<file path="config.mk">
export PLATFORM = sky130hd
export DESIGN_NAME = dioc_top
export DESIGN_NICKNAME = d
export VERILOG_FILES = /design/src/hw/dioc_pkg.sv /design/src/hw/dioc_top.sv
export SDC_FILE = /design/constraint.sdc
export NUM_CORES = 1
export LEC_CHECK = 0
export BUFFER_PORTS_ARGS = -buffer_cell sky130_fd_sc_hd__buf_2
export CAP_MARGIN = 20
export CORE_MARGIN = 2
export CORE_UTILIZATION = 37
export CTS_CLUSTER_SIZE = 20
export DETAILED_ROUTE_END_ITERATION = 12
export GPL_ROUTABILITY_DRIVEN = 1
export SYNTH_ARGS = -nofsm -noshare
export SYNTH_HDL_FRONTEND = slang
export SYNTH_SLANG_ARGS = --single-unit
export TNS_END_PERCENT = 50
</file>
<file path="constraint.sdc">
create_clock -name MCLK -period 7.5 [get_ports MCLK]
set_input_delay 1.5 -clock MCLK [delete_from_list [all_inputs] [get_ports MCLK]]
set_output_delay 1.5 -clock MCLK [all_outputs]
set_load 0.01 [all_outputs]
</file>
<file path="src/hw/dioc_pkg.sv">
// package: constants, register map and carriers of the digital i/o block
package dioc_pkg;
  // ----------------------------------------------------------------
  // line geometry
  // ----------------------------------------------------------------
  localparam int PORT_W = 16;
  localparam int LINES = 32;
  localparam int GRP_W = 8;
  localparam int NGRP = 4;
  localparam int SEL_W = 5;
  localparam int CNT_N = 3;
  localparam int CNT_W = 32;
  // ----------------------------------------------------------------
  // register offsets (byte addresses)
  // ----------------------------------------------------------------
  localparam logic [7:0] ADR_DIR = 8'h00;
  localparam logic [7:0] ADR_OUT = 8'h04;
  localparam logic [7:0] ADR_IN = 8'h08;
  localparam logic [7:0] ADR_MODE = 8'h0C;
  localparam logic [7:0] ADR_CFG0 = 8'h10;
  localparam logic [7:0] ADR_CNT0 = 8'h20;
  localparam logic [7:0] ADR_STEP = 8'h04;
  // ----------------------------------------------------------------
  // reset values
  // ----------------------------------------------------------------
  localparam logic [3:0] DIR_RST = 4'hC;
  localparam logic [31:0] OUT_RST = 32'h0000_0000;
  localparam logic [31:0] MODE_RST = 32'h0000_0000;
  // ----------------------------------------------------------------
  // timing
  // ----------------------------------------------------------------
  localparam longint CLK_HZ = 100_000_000;
  localparam longint SINGLE_MAX_HZ = 16_000_000;
  localparam longint QUAD_MAX_HZ = 4_000_000;
  localparam int SINGLE_PER_CYC = int'(CLK_HZ / SINGLE_MAX_HZ);
  localparam int QUAD_PER_CYC = int'(CLK_HZ / QUAD_MAX_HZ);
  // ----------------------------------------------------------------
  // carriers
  // ----------------------------------------------------------------
  typedef struct packed {
    logic [SEL_W-1:0] sel_r;
    logic [SEL_W-1:0] sel_b;
    logic [SEL_W-1:0] sel_a;
    logic rst_en;
    logic quad;
    logic en;
  } dioc_cfg_s;
  localparam int CFG_W = 3 * SEL_W + 3;
  typedef struct packed {
    logic a;
    logic b;
    logic r;
  } dioc_smp_s;
endpackage

</file>
<file path="src/hw/dioc_top.sv">
// digital i/o block: two 16-line ports, line counters, wishbone slave
//
// Behaviour
// - There are two ports of 16 lines each and every line may be input or output.
// - Direction is set by software per group of 8 adjacent lines.
// - After reset the first port is all inputs and the second all outputs.
// - Three independent 32-bit counters are fed from the digital lines.
// - Count, second phase and reset input of each counter select any line.
// - A line feeds a counter only once software has put it in counter mode.
// - Single-phase mode adds one per input pulse, up to 16 MHz.
// - A counter at its top value wraps to zero and carries on.
// - An assigned external reset line forces its counter to zero at any time.
// - Encoder mode counts up or down from two phases, up to 4 MHz.
//
// The Wishbone slave port and the register offsets are this design's own decisions.
`timescale 1ns/1ps

module dioc_counter
  import dioc_pkg::*;
#(
  parameter int CW = CNT_W
) (
  // clock and reset
  input wire logic clk,
  input wire logic rst,
  // control
  input dioc_cfg_s cfg,
  input dioc_smp_s cur,
  input dioc_smp_s prev,
  input wire logic ld,
  input wire logic [CW-1:0] ld_val,
  // count
  output logic [CW-1:0] cnt
);
  logic [CW-1:0] cnt_r;
  logic [CW-1:0] cnt_nxt;
  logic step;
  logic up;
  logic hard;

  assign cnt = cnt_r;
  assign hard = cfg.rst_en & cur.r;

  // ----------------------------------------------------------------
  // decode
  // ----------------------------------------------------------------
  always_comb begin
    up = 1'b1;
    if (cfg.quad) begin
      // one phase moved; direction from new a against old b
      step = (cur.a ^ prev.a) ^ (cur.b ^ prev.b);
      up = cur.a ^ prev.b;
    end else begin
      step = cur.a & ~prev.a;
    end
    step = step & cfg.en;
    if (hard) begin
      cnt_nxt = '0;
    end else if (ld) begin
      cnt_nxt = ld_val;
    end else if (step && up) begin
      cnt_nxt = cnt_r + 1'b1;
    end else if (step) begin
      cnt_nxt = cnt_r - 1'b1;
    end else begin
      cnt_nxt = cnt_r;
    end
  end

  always_ff @(posedge clk) begin
    if (rst) begin
      cnt_r <= '0;
    end else begin
      cnt_r <= cnt_nxt;
    end
  end

  // ----------------------------------------------------------------
  // checks
  // ----------------------------------------------------------------
  property p_wrap;
    @(posedge clk) disable iff (rst)
    cnt_r == '1 && step && up && !hard && !ld |=> cnt_r == '0;
  endproperty
  a_wrap: assert property (p_wrap) else $error("counter did not wrap");

  property p_ext_rst;
    @(posedge clk) disable iff (rst)
    cfg.rst_en && cur.r |=> cnt_r == '0;
  endproperty
  a_ext_rst: assert property (p_ext_rst) else $error("external reset ignored");

  property p_single;
    @(posedge clk) disable iff (rst)
    !cfg.quad && cfg.en && cur.a && !prev.a && !hard && !ld
      |=> cnt_r == CW'($past(cnt_r) + 1'b1);
  endproperty
  a_single: assert property (p_single) else $error("pulse not counted");

  property p_quad_up;
    @(posedge clk) disable iff (rst)
    cfg.quad && cfg.en && !prev.a && !prev.b && cur.a && !cur.b && !hard && !ld
      |=> cnt_r == CW'($past(cnt_r) + 1'b1);
  endproperty
  a_quad_up: assert property (p_quad_up) else $error("leading a not up");

  property p_quad_dn;
    @(posedge clk) disable iff (rst)
    cfg.quad && cfg.en && !prev.a && !prev.b && !cur.a && cur.b && !hard && !ld
      |=> cnt_r == CW'($past(cnt_r) - 1'b1);
  endproperty
  a_quad_dn: assert property (p_quad_dn) else $error("lagging a not down");
endmodule

module dioc_top
  import dioc_pkg::*;
#(
  parameter int NCNT = CNT_N,
  parameter int CW = CNT_W
) (
  // clock and reset
  input wire logic MCLK,
  input wire logic SYS_RST,
  // wishbone slave
  input wire logic WB_CYC,
  input wire logic WB_STB,
  input wire logic WB_WE,
  input wire logic [7:0] WB_ADR,
  input wire logic [3:0] WB_SEL,
  input wire logic [31:0] WB_DAT_W,
  output logic [31:0] WB_DAT_R,
  output logic WB_ACK,
  // port a pins
  input wire logic [PORT_W-1:0] PA_LVL,
  output logic [PORT_W-1:0] PA_DRV,
  output logic [PORT_W-1:0] PA_OE_N,
  // port b pins
  input wire logic [PORT_W-1:0] PB_LVL,
  output logic [PORT_W-1:0] PB_DRV,
  output logic [PORT_W-1:0] PB_OE_N
);
  // ----------------------------------------------------------------
  // elaboration check
  // ----------------------------------------------------------------
  if (NCNT < 1 || NCNT > 4 || CW < 2 || CW > 32 || SINGLE_PER_CYC < 2) begin : g_bad
    $error("dioc_top: unsupported parameters");
  end

  function automatic logic [31:0] dioc_merge(
    input logic [31:0] old_v,
    input logic [31:0] new_v,
    input logic [3:0] sel
  );
    logic [31:0] m;
    m = old_v;
    for (int k = 0; k < 4; k++) begin
      if (sel[k]) begin
        m[k*8+:8] = new_v[k*8+:8];
      end
    end
    return m;
  endfunction

  function automatic logic [LINES-1:0] dioc_grp_oe(input logic [NGRP-1:0] d);
    logic [LINES-1:0] o;
    o = '0;
    for (int g = 0; g < NGRP; g++) begin
      o[g*GRP_W+:GRP_W] = {GRP_W{~d[g]}};
    end
    return o;
  endfunction

  logic ack_r;
  logic [31:0] dat_r;
  logic [31:0] rd;
  logic req;
  logic wr_hit;
  logic [7:0] adr_w;
  logic [LINES-1:0] oe_n_r;
  logic [LINES-1:0] out_r;
  logic [LINES-1:0] mode_r;
  logic [LINES-1:0] sync1_r;
  logic [LINES-1:0] sync2_r;
  logic [LINES-1:0] prev_r;
  logic [LINES-1:0] g_cur;
  logic [LINES-1:0] g_prev;
  logic [NGRP-1:0] dir_w;
  dioc_cfg_s cfg_r [NCNT];
  logic [CW-1:0] cnt_w [NCNT];

  assign WB_ACK = ack_r;
  assign WB_DAT_R = dat_r;
  assign PA_DRV = out_r[PORT_W-1:0];
  assign PB_DRV = out_r[LINES-1:PORT_W];
  assign PA_OE_N = oe_n_r[PORT_W-1:0];
  assign PB_OE_N = oe_n_r[LINES-1:PORT_W];
  assign adr_w = {WB_ADR[7:2], 2'b00};
  assign req = WB_CYC & WB_STB;
  assign wr_hit = req & WB_WE & ack_r;

  // ----------------------------------------------------------------
  // bus handshake
  // ----------------------------------------------------------------
  always_ff @(posedge MCLK) begin
    if (SYS_RST) begin
      ack_r <= 1'b0;
    end else begin
      ack_r <= req & ~ack_r;
    end
  end

  always_comb begin
    rd = 32'h0000_0000;
    for (int g = 0; g < NGRP; g++) begin
      dir_w[g] = ~oe_n_r[g*GRP_W];
    end
    case (adr_w)
      ADR_DIR: rd = {28'h000_0000, dir_w};
      ADR_OUT: rd = out_r;
      ADR_IN: rd = sync2_r;
      ADR_MODE: rd = mode_r;
      default: rd = 32'h0000_0000;
    endcase
    for (int i = 0; i < NCNT; i++) begin
      if (adr_w == ADR_CFG0 + 8'(i * ADR_STEP)) begin
        rd = {{(32 - CFG_W){1'b0}}, cfg_r[i]};
      end
      if (adr_w == ADR_CNT0 + 8'(i * ADR_STEP)) begin
        rd = 32'(cnt_w[i]);
      end
    end
  end

  always_ff @(posedge MCLK) begin
    if (SYS_RST) begin
      dat_r <= 32'h0000_0000;
    end else if (req && !ack_r) begin
      dat_r <= rd;
    end
  end

  // ----------------------------------------------------------------
  // direction, output data and line mode
  // ----------------------------------------------------------------
  always_ff @(posedge MCLK) begin
    if (SYS_RST) begin
      oe_n_r <= dioc_grp_oe(DIR_RST);
    end else if (wr_hit && adr_w == ADR_DIR && WB_SEL[0]) begin
      oe_n_r <= dioc_grp_oe(WB_DAT_W[NGRP-1:0]);
    end
  end

  always_ff @(posedge MCLK) begin
    if (SYS_RST) begin
      out_r <= OUT_RST;
    end else if (wr_hit && adr_w == ADR_OUT) begin
      out_r <= dioc_merge(out_r, WB_DAT_W, WB_SEL);
    end
  end

  always_ff @(posedge MCLK) begin
    if (SYS_RST) begin
      mode_r <= MODE_RST;
    end else if (wr_hit && adr_w == ADR_MODE) begin
      mode_r <= dioc_merge(mode_r, WB_DAT_W, WB_SEL);
    end
  end

  // ----------------------------------------------------------------
  // input sampling
  // ----------------------------------------------------------------
  always_ff @(posedge MCLK) begin
    if (SYS_RST) begin
      sync1_r <= '0;
      sync2_r <= '0;
      prev_r <= '0;
    end else begin
      sync1_r <= {PB_LVL, PA_LVL};
      sync2_r <= sync1_r;
      prev_r <= sync2_r;
    end
  end

  // only lines in counter mode reach the counters
  assign g_cur = sync2_r & mode_r;
  assign g_prev = prev_r & mode_r;

  // ----------------------------------------------------------------
  // counters
  // ----------------------------------------------------------------
  for (genvar i = 0; i < NCNT; i++) begin : g_cnt
    localparam logic [7:0] A_CFG = ADR_CFG0 + 8'(i * ADR_STEP);
    localparam logic [7:0] A_CNT = ADR_CNT0 + 8'(i * ADR_STEP);
    logic [31:0] cfg_m;
    logic [31:0] ld_m;
    dioc_smp_s cur;
    dioc_smp_s prv;

    assign cfg_m = dioc_merge({{(32 - CFG_W){1'b0}}, cfg_r[i]}, WB_DAT_W, WB_SEL);
    assign ld_m = dioc_merge(32'(cnt_w[i]), WB_DAT_W, WB_SEL);
    assign cur = '{a: g_cur[cfg_r[i].sel_a], b: g_cur[cfg_r[i].sel_b],
                   r: g_cur[cfg_r[i].sel_r]};
    assign prv = '{a: g_prev[cfg_r[i].sel_a], b: g_prev[cfg_r[i].sel_b],
                   r: g_prev[cfg_r[i].sel_r]};

    always_ff @(posedge MCLK) begin
      if (SYS_RST) begin
        cfg_r[i] <= '0;
      end else if (wr_hit && adr_w == A_CFG) begin
        cfg_r[i] <= dioc_cfg_s'(cfg_m[CFG_W-1:0]);
      end
    end

    dioc_counter #(.CW(CW)) u_cnt (
      .clk(MCLK),
      .rst(SYS_RST),
      .cfg(cfg_r[i]),
      .cur(cur),
      .prev(prv),
      .ld(wr_hit && adr_w == A_CNT),
      .ld_val(ld_m[CW-1:0]),
      .cnt(cnt_w[i])
    );
  end

  // ----------------------------------------------------------------
  // checks
  // ----------------------------------------------------------------
  property p_dir_reset;
    @(posedge MCLK) disable iff (SYS_RST)
    $fell(SYS_RST) |-> PA_OE_N == '1 && PB_OE_N == '0;
  endproperty
  a_dir_reset: assert property (p_dir_reset) else $error("bad reset direction");

  property p_groups;
    @(posedge MCLK) disable iff (SYS_RST)
    (PA_OE_N[7:0] == 8'h00 || PA_OE_N[7:0] == 8'hFF) &&
    (PA_OE_N[15:8] == 8'h00 || PA_OE_N[15:8] == 8'hFF) &&
    (PB_OE_N[7:0] == 8'h00 || PB_OE_N[7:0] == 8'hFF) &&
    (PB_OE_N[15:8] == 8'h00 || PB_OE_N[15:8] == 8'hFF);
  endproperty
  a_groups: assert property (p_groups) else $error("direction split in group");

  property p_dir_write;
    @(posedge MCLK) disable iff (SYS_RST)
    wr_hit && adr_w == ADR_DIR && WB_SEL[0] && WB_DAT_W[0]
      |=> PA_OE_N[7:0] == 8'h00;
  endproperty
  a_dir_write: assert property (p_dir_write) else $error("group not driven");

  property p_sync;
    @(posedge MCLK) disable iff (SYS_RST)
    !$past(SYS_RST) && !$past(SYS_RST, 2) |-> sync2_r == $past({PB_LVL, PA_LVL}, 2);
  endproperty
  a_sync: assert property (p_sync) else $error("input sync delay wrong");

  property p_gate;
    @(posedge MCLK) disable iff (SYS_RST)
    mode_r == '0 && !wr_hit |=> cnt_w[0] == $past(cnt_w[0]);
  endproperty
  a_gate: assert property (p_gate) else $error("plain line moved counter");

  property p_ack;
    @(posedge MCLK) disable iff (SYS_RST)
    req && !WB_ACK |=> WB_ACK ##1 !WB_ACK;
  endproperty
  a_ack: assert property (p_ack) else $error("ack timing wrong");
endmodule

</file>
# ---- After elaboration in Yosys (flattened, before gate mapping)
# Memory sizes are Yosys's and may differ from the RTL's.
# Index checks and enable logic that the tools add are counted.
dict set report op_classes {
  muxes 79
  add_sub_neg 6
  n_eq_ne 21
  magnitude_cmp 9
  n_reduce_logical 42
  bitwise 42
}
# op count
set op_table {}
lappend op_table {{two-way mux 32 bit} 15}
lappend op_table {{case mux 32 bit (4 select lines)} 1}
lappend op_table {{adder 32 x 1 -> 32 bit (second input constant)} 3}
lappend op_table {{subtractor 32 x 1 -> 32 bit (second input constant)} 3}
lappend op_table {{two-way mux 8 bit} 10}
lappend op_table {{binary-select mux 1 bit (select 5 bit)} 15}
lappend op_table {{bitwise AND 32 bit} 2}
lappend op_table {{less-than comparator 5 x 6 -> 1 bit (second input constant)} 9}
lappend op_table {{two-way mux 18 bit} 3}
lappend op_table {{AND reduction 2 bit} 20}
lappend op_table {{two-way mux 1 bit} 32}
lappend op_table {{inequality test 2 bit (second input constant)} 12}
lappend op_table {{== test 6 x 3 -> 1 bit (second input constant)} 3}
lappend op_table {{== test 6 x 4 -> 1 bit (second input constant)} 3}
lappend op_table {{logical AND 1 bit} 14}
lappend op_table {{bitwise AND 1 bit} 13}
lappend op_table {{== test 6 x 2 -> 1 bit (second input constant)} 2}
lappend op_table {{NOT 1 bit} 12}
lappend op_table {{bitwise XOR 1 bit} 12}
lappend op_table {{nonzero test 3 bit} 3}
lappend op_table {{zero test 8 bit} 1}
lappend op_table {{== test 6 x 1 -> 1 bit (second input constant)} 1}
lappend op_table {{two-way mux 2 bit} 3}
lappend op_table {{OR reduction 2 bit} 3}
lappend op_table {{other kinds (2)} 4}
dict set report word_totals {
  inputBits 81
  elab_cells 226
  mem_count 1
  out_inout_bits 97
  regBits 314
  mem_bits_rw 54
}
# name depth width rd rd_ports_with_merged_regs write_ports line_no
set mem_list {}
lappend mem_list {cfg_r 3 18 3 0 3 dioc_top.sv:188} ;# dioc_cfg_s cfg_r [NCNT];

# ---- Logic depth before layout (Yosys ltp)
dict set report logic_depth {
  depth_word 10
  mapped_depth 25
  mapped_depth_nobuf 23
}

# ---- Hierarchy
# From an unflattened synthesis, not the netlist that was laid out.
dict set report unflattened {
  cells_unflattened 3474
  hier_area_um2 26665.6
}
# module cells_per_inst seq_area_each_um2 area_each_um2 instances
set modules_own_cells {}
lappend modules_own_cells {dioc_top 2143 5565.3 16930.0 1}
lappend modules_own_cells {{dioc_counter at g_cnt[0].u_cnt} 484 640.6 3495.9 1}
lappend modules_own_cells {{dioc_counter at g_cnt[2].u_cnt} 426 640.6 3158.0 1}
lappend modules_own_cells {{dioc_counter at g_cnt[1].u_cnt} 421 640.6 3081.7 1}

# ---- Worst setup path before layout
# OpenSTA, ideal clock, no wires.
dict set report synth_path {
  path_type {reg2reg}
  startpoint {mem cfg_r[1][4] (netlist bit)}
  endpoint {reg g_cnt[1].u_cnt.cnt_r[30]}
  setup_ns 0.124
  setup_slack_ns 0.634
  period_less_slack_ns 6.866
  n_path_buf 2
  path_stages_with_launch 22
  t_arrival_ns 6.741
  t_required_ns 7.376
  cell_sequence {edfxtp_1 clkbuf_1 buf_1 mux4_2 mux4_2 mux2_2 ha_1 nor2b_1 mux2_2 or3_1 o211ai_1 nand2_1 ha_1 and2_1 and3_1 a211oi_1 a21oi_1 o41ai_1 o311ai_0 a21o_1 nor4_1 nor3b_1}
}
# item line_no
set synth_lines {}
lappend synth_lines {{start, declared} dioc_top.sv:188}
lappend synth_lines {{end signal, assigned} dioc_top.sv:74} ;# cnt_r <= cnt_nxt;
lappend synth_lines {{end, declared} dioc_top.sv:35} ;# logic [CW-1:0] cnt_r;

==> flow_summary_export.csv <==
group,metric,value,unit
run_status,status,"finished clean",
grt,grt_max_degree,117,
timing,period_share,0.957,
grt,grt_busiest_layer,"met2",
timing,layout_setup_ws,0.325,ns
yosys,synth_flop_cell,"dfxtp_1",
drt,ant_nets,0,
grt,met1_usage,0.386,
timing,rsz0062_at_grt,"false",
power_and_ir_drop,p_leak,9.94,nW
yosys,syn_inst,2593,
die,ios,178,
grt,grt_pass1_wl,136000,um
yosys,postSynthAreaPerCell,9.08,sq um
die,die_y,256,um
grt,grt_antenna_before_repair,4,
timing,fin_crit,7.17,ns
cts,cts_tree,"done",
placement,place_ws,0.423,ns
die,die-area,0.0657,sq mm
critical_path,critPathMaxFanout,31,
drt,drc,0,
timing,setup_violations,0,
critical_path,worst_setup_path_end_kind,"flop",
cts,insertion_delay,0.58,ns
yosys,synth_fp_nets,2770,
layout,layout_common_cells,"dfxtp_1, nand2_1, nor2_1",
timing,tightest_slew,1.10,ns
timing,fin_setup_tns,0,ns
timing,clock_skew,0.0238,ns
die,initial_core_util,0.374,
grt,grtUsageMet2,0.410,
yosys,synth_seq_area_share,0.318,
yosys,ys_types,85,
flow_run,maxCapViolCount,0,
die,num_rows,92,
cts,clkSinkCount,347,
cts,htree_levels,2,
timing,max-slew-margin-rel,0.263,
grt,grt_pass1_vias,20800,
drt,detail_route.iter0.violations,2441,
layout,drive_above_1_share,0.192,
timing,hold_viol_final,0,
timing,hold_slack,0.437,ns
critical_path,cp_cell_sequence,"mux4_2 -> mux4_2 -> o211ai_1 -> ha_1 -> nor2b_1 -> mux2_2 -> or3_1 -> o211ai_1 -> nand2_1 -> buf_12 -> ha_1 -> nor2b_1 -> o21ai_0 -> a21boi_0 -> o211ai_1 -> a21oi_1 -> o41ai_1 -> buf_4 -> o311ai_0 -> buf_4 -> a21o_1 -> nand4b_1 -> nor3b_1",
placement,portBuffers,175,
yosys,ys_async_sr_fraction,0,
layout,fillers,6213,
grt,use_met3,0.0527,
placement,hpwl,69300,um
timing,final-max-slew-violation-count,0,
drt,vias_per_cell,6.16,
power_and_ir_drop,p_per_area,183,mW/mm^2
yosys,syn-cell-area,0.0235,sq mm
power_and_ir_drop,power.total,4.87,mW
grt,overflow,0,
layout,syn2layout_area_growth,12.7,%
die,fp.coreArea,0.0630,sq mm
critical_path,arrival,7.63,ns
critical_path,start_kind,"flop",
drt,vias,21900,
critical_path,slowest_stage,"edfxtp_1",
layout,layout_commonest_cell,"dfxtp_1",
cts,ctsRootBufferMaster,"clkbuf_16",
critical_path,crit_required,7.95,ns
cts,cts.repair.resized,0,
yosys,synth_warnings,0,
layout,nNetsFinal,2862,
cts,clockBufferDepth,3,
die,die_w,256,um
drt,wl_per_cell,25.9,um
worst_hold_path,min_path_cells,1,
grt,track_usage,0.274,
critical_path,worst_path_most_repeated_cell,"o211ai_1",
cts,cts_inserted_buffers,39,
worst_hold_path,hold_path_class,"flop to flop",
drt,dr.pass1.iters,6,
cts,clk_pin_slew,0.06,ns
power_and_ir_drop,vdd_ir_drop_max,0.139,mV
placement,place_congestion,0.984,
drt,drt_wl_total,92400,um
critical_path,crit_type,"flop to flop",
yosys,synth_edf_count,54,
yosys,yosys_register_bits,347,
critical_path,reg2reg_depth,23,
critical_path,max_stage_delay,0.82,ns
timing,max_freq,0.139,GHz
==> flip-flops by register name (all words and copies together), names as in the netlist <==
signal           count
prev_r              32
out_r               32
mode_r              32
sync2_r             32
WB_DAT_R            32
cfg_r               54
oe_n_r               4
sync1_r             32
g_cnt.u_cnt.cnt     96
WB_ACK               1
==> cells in the mapped netlist, types with 35 or more instances <==
library cell  number  area [sq um]
mux2_2            35           394
nor2b_1          119           744
a21o_1            54           405
and2_1            66           413
xnor2_1           35           307
a21oi_1          201          1010
a211oi_1          57           428
mux2i_1           72           721
ha_1              93          1160
nor3_1            35           175
o21ai_0          108           541
dfxtp_1          293          5870
inv_1             36           135
a22oi_1           41           308
edfxtp_1          54          1620
nor2_1           220           826
nand3_1           99           495
clkbuf_1         131           492
mux4_2           132          2970
nand2_1          260           976
==> stage by stage <==
| step | util | area [sq um] | cells |
|---|---|---|---|
| 2_1_floorplan | - | 23500 | 2593 |
| 3_3_place_gp | 0.400 | 25200 | 3488 |
| 3_5_place_dp | 0.400 | 25200 | 3488 |
| 4_1_cts | 0.421 | 26500 | 3558 |
| 5_1_grt | 0.421 | 26500 | 3560 |
| 6_report | 0.422 | 26500 | 3562 |
==> worst paths after layout <==
path                                 end  slack [ns]         from
setup / recovery  g_cnt[1].u_cnt.cnt[30]        0.33  cfg_r[1][7]
hold / removal               sync2_r[11]        0.44  sync1_r[11]
setup reg to reg  g_cnt[1].u_cnt.cnt[30]        0.33  cfg_r[1][7]
hold reg to reg              sync2_r[11]        0.44  sync1_r[11]
==> cell type report <==
class                   instances  area (sq um)  area share
inverters                      38           143     0.00537
flip-flops and latches        347          7490       0.282
diodes                          2          5.00    0.000189
clock inverters                12           134     0.00504
multi-input cells            2011         15100       0.568
clock buffers                  58          1180      0.0445
repair buffers                248          1460      0.0549
well taps                     846          1060      0.0399
==> critical path: cells and delay by family (launching register included) <==
| kind | cells | cell delay [ns] |
|---|---|---|
| AO/OA/AOI/OAI | 9 | 2.38 |
| adder cells (fa/ha/maj) | 2 | 0.69 |
| buffers and inverters | 3 | 0.59 |
| flip-flops | 1 | 0.82 |
| multiplexers | 3 | 1.40 |
| AND/OR/NAND/NOR | 6 | 1.14 |
==> kinds of logic after synthesis <==
logic type      count (synthesis)  synth area share
fa+ha+maj                      96            0.0520
buf+inv                       235            0.0444
simple gates                  914             0.188
xor+xnor                       69            0.0263
flops                         347             0.318
mux                           239             0.174
compound gates                693             0.198
==> where the power goes <==
part / switching, mW / internal [mW]
logic: 0.489 / 0.344
clock network: 0.840 / 1.17
registers: 0.0793 / 1.95
total: 1.41 / 3.46
==> repair_timing <==
item                                    4_1_cts  5_1_grt
buffers inserted                              0        2
hold endpoints to repair                      0        0
endpoints found under the setup margin        0        3
hold buffers                                  0        0
==> layer usage <==
layer	up-vias	wire, um
met5	-	0
met4	0	4120
met3	209	8260
met2	1112	39500
met1	10700	40500
li1	9883	-
No activity file was read; power rests on OpenSTA's default activity.
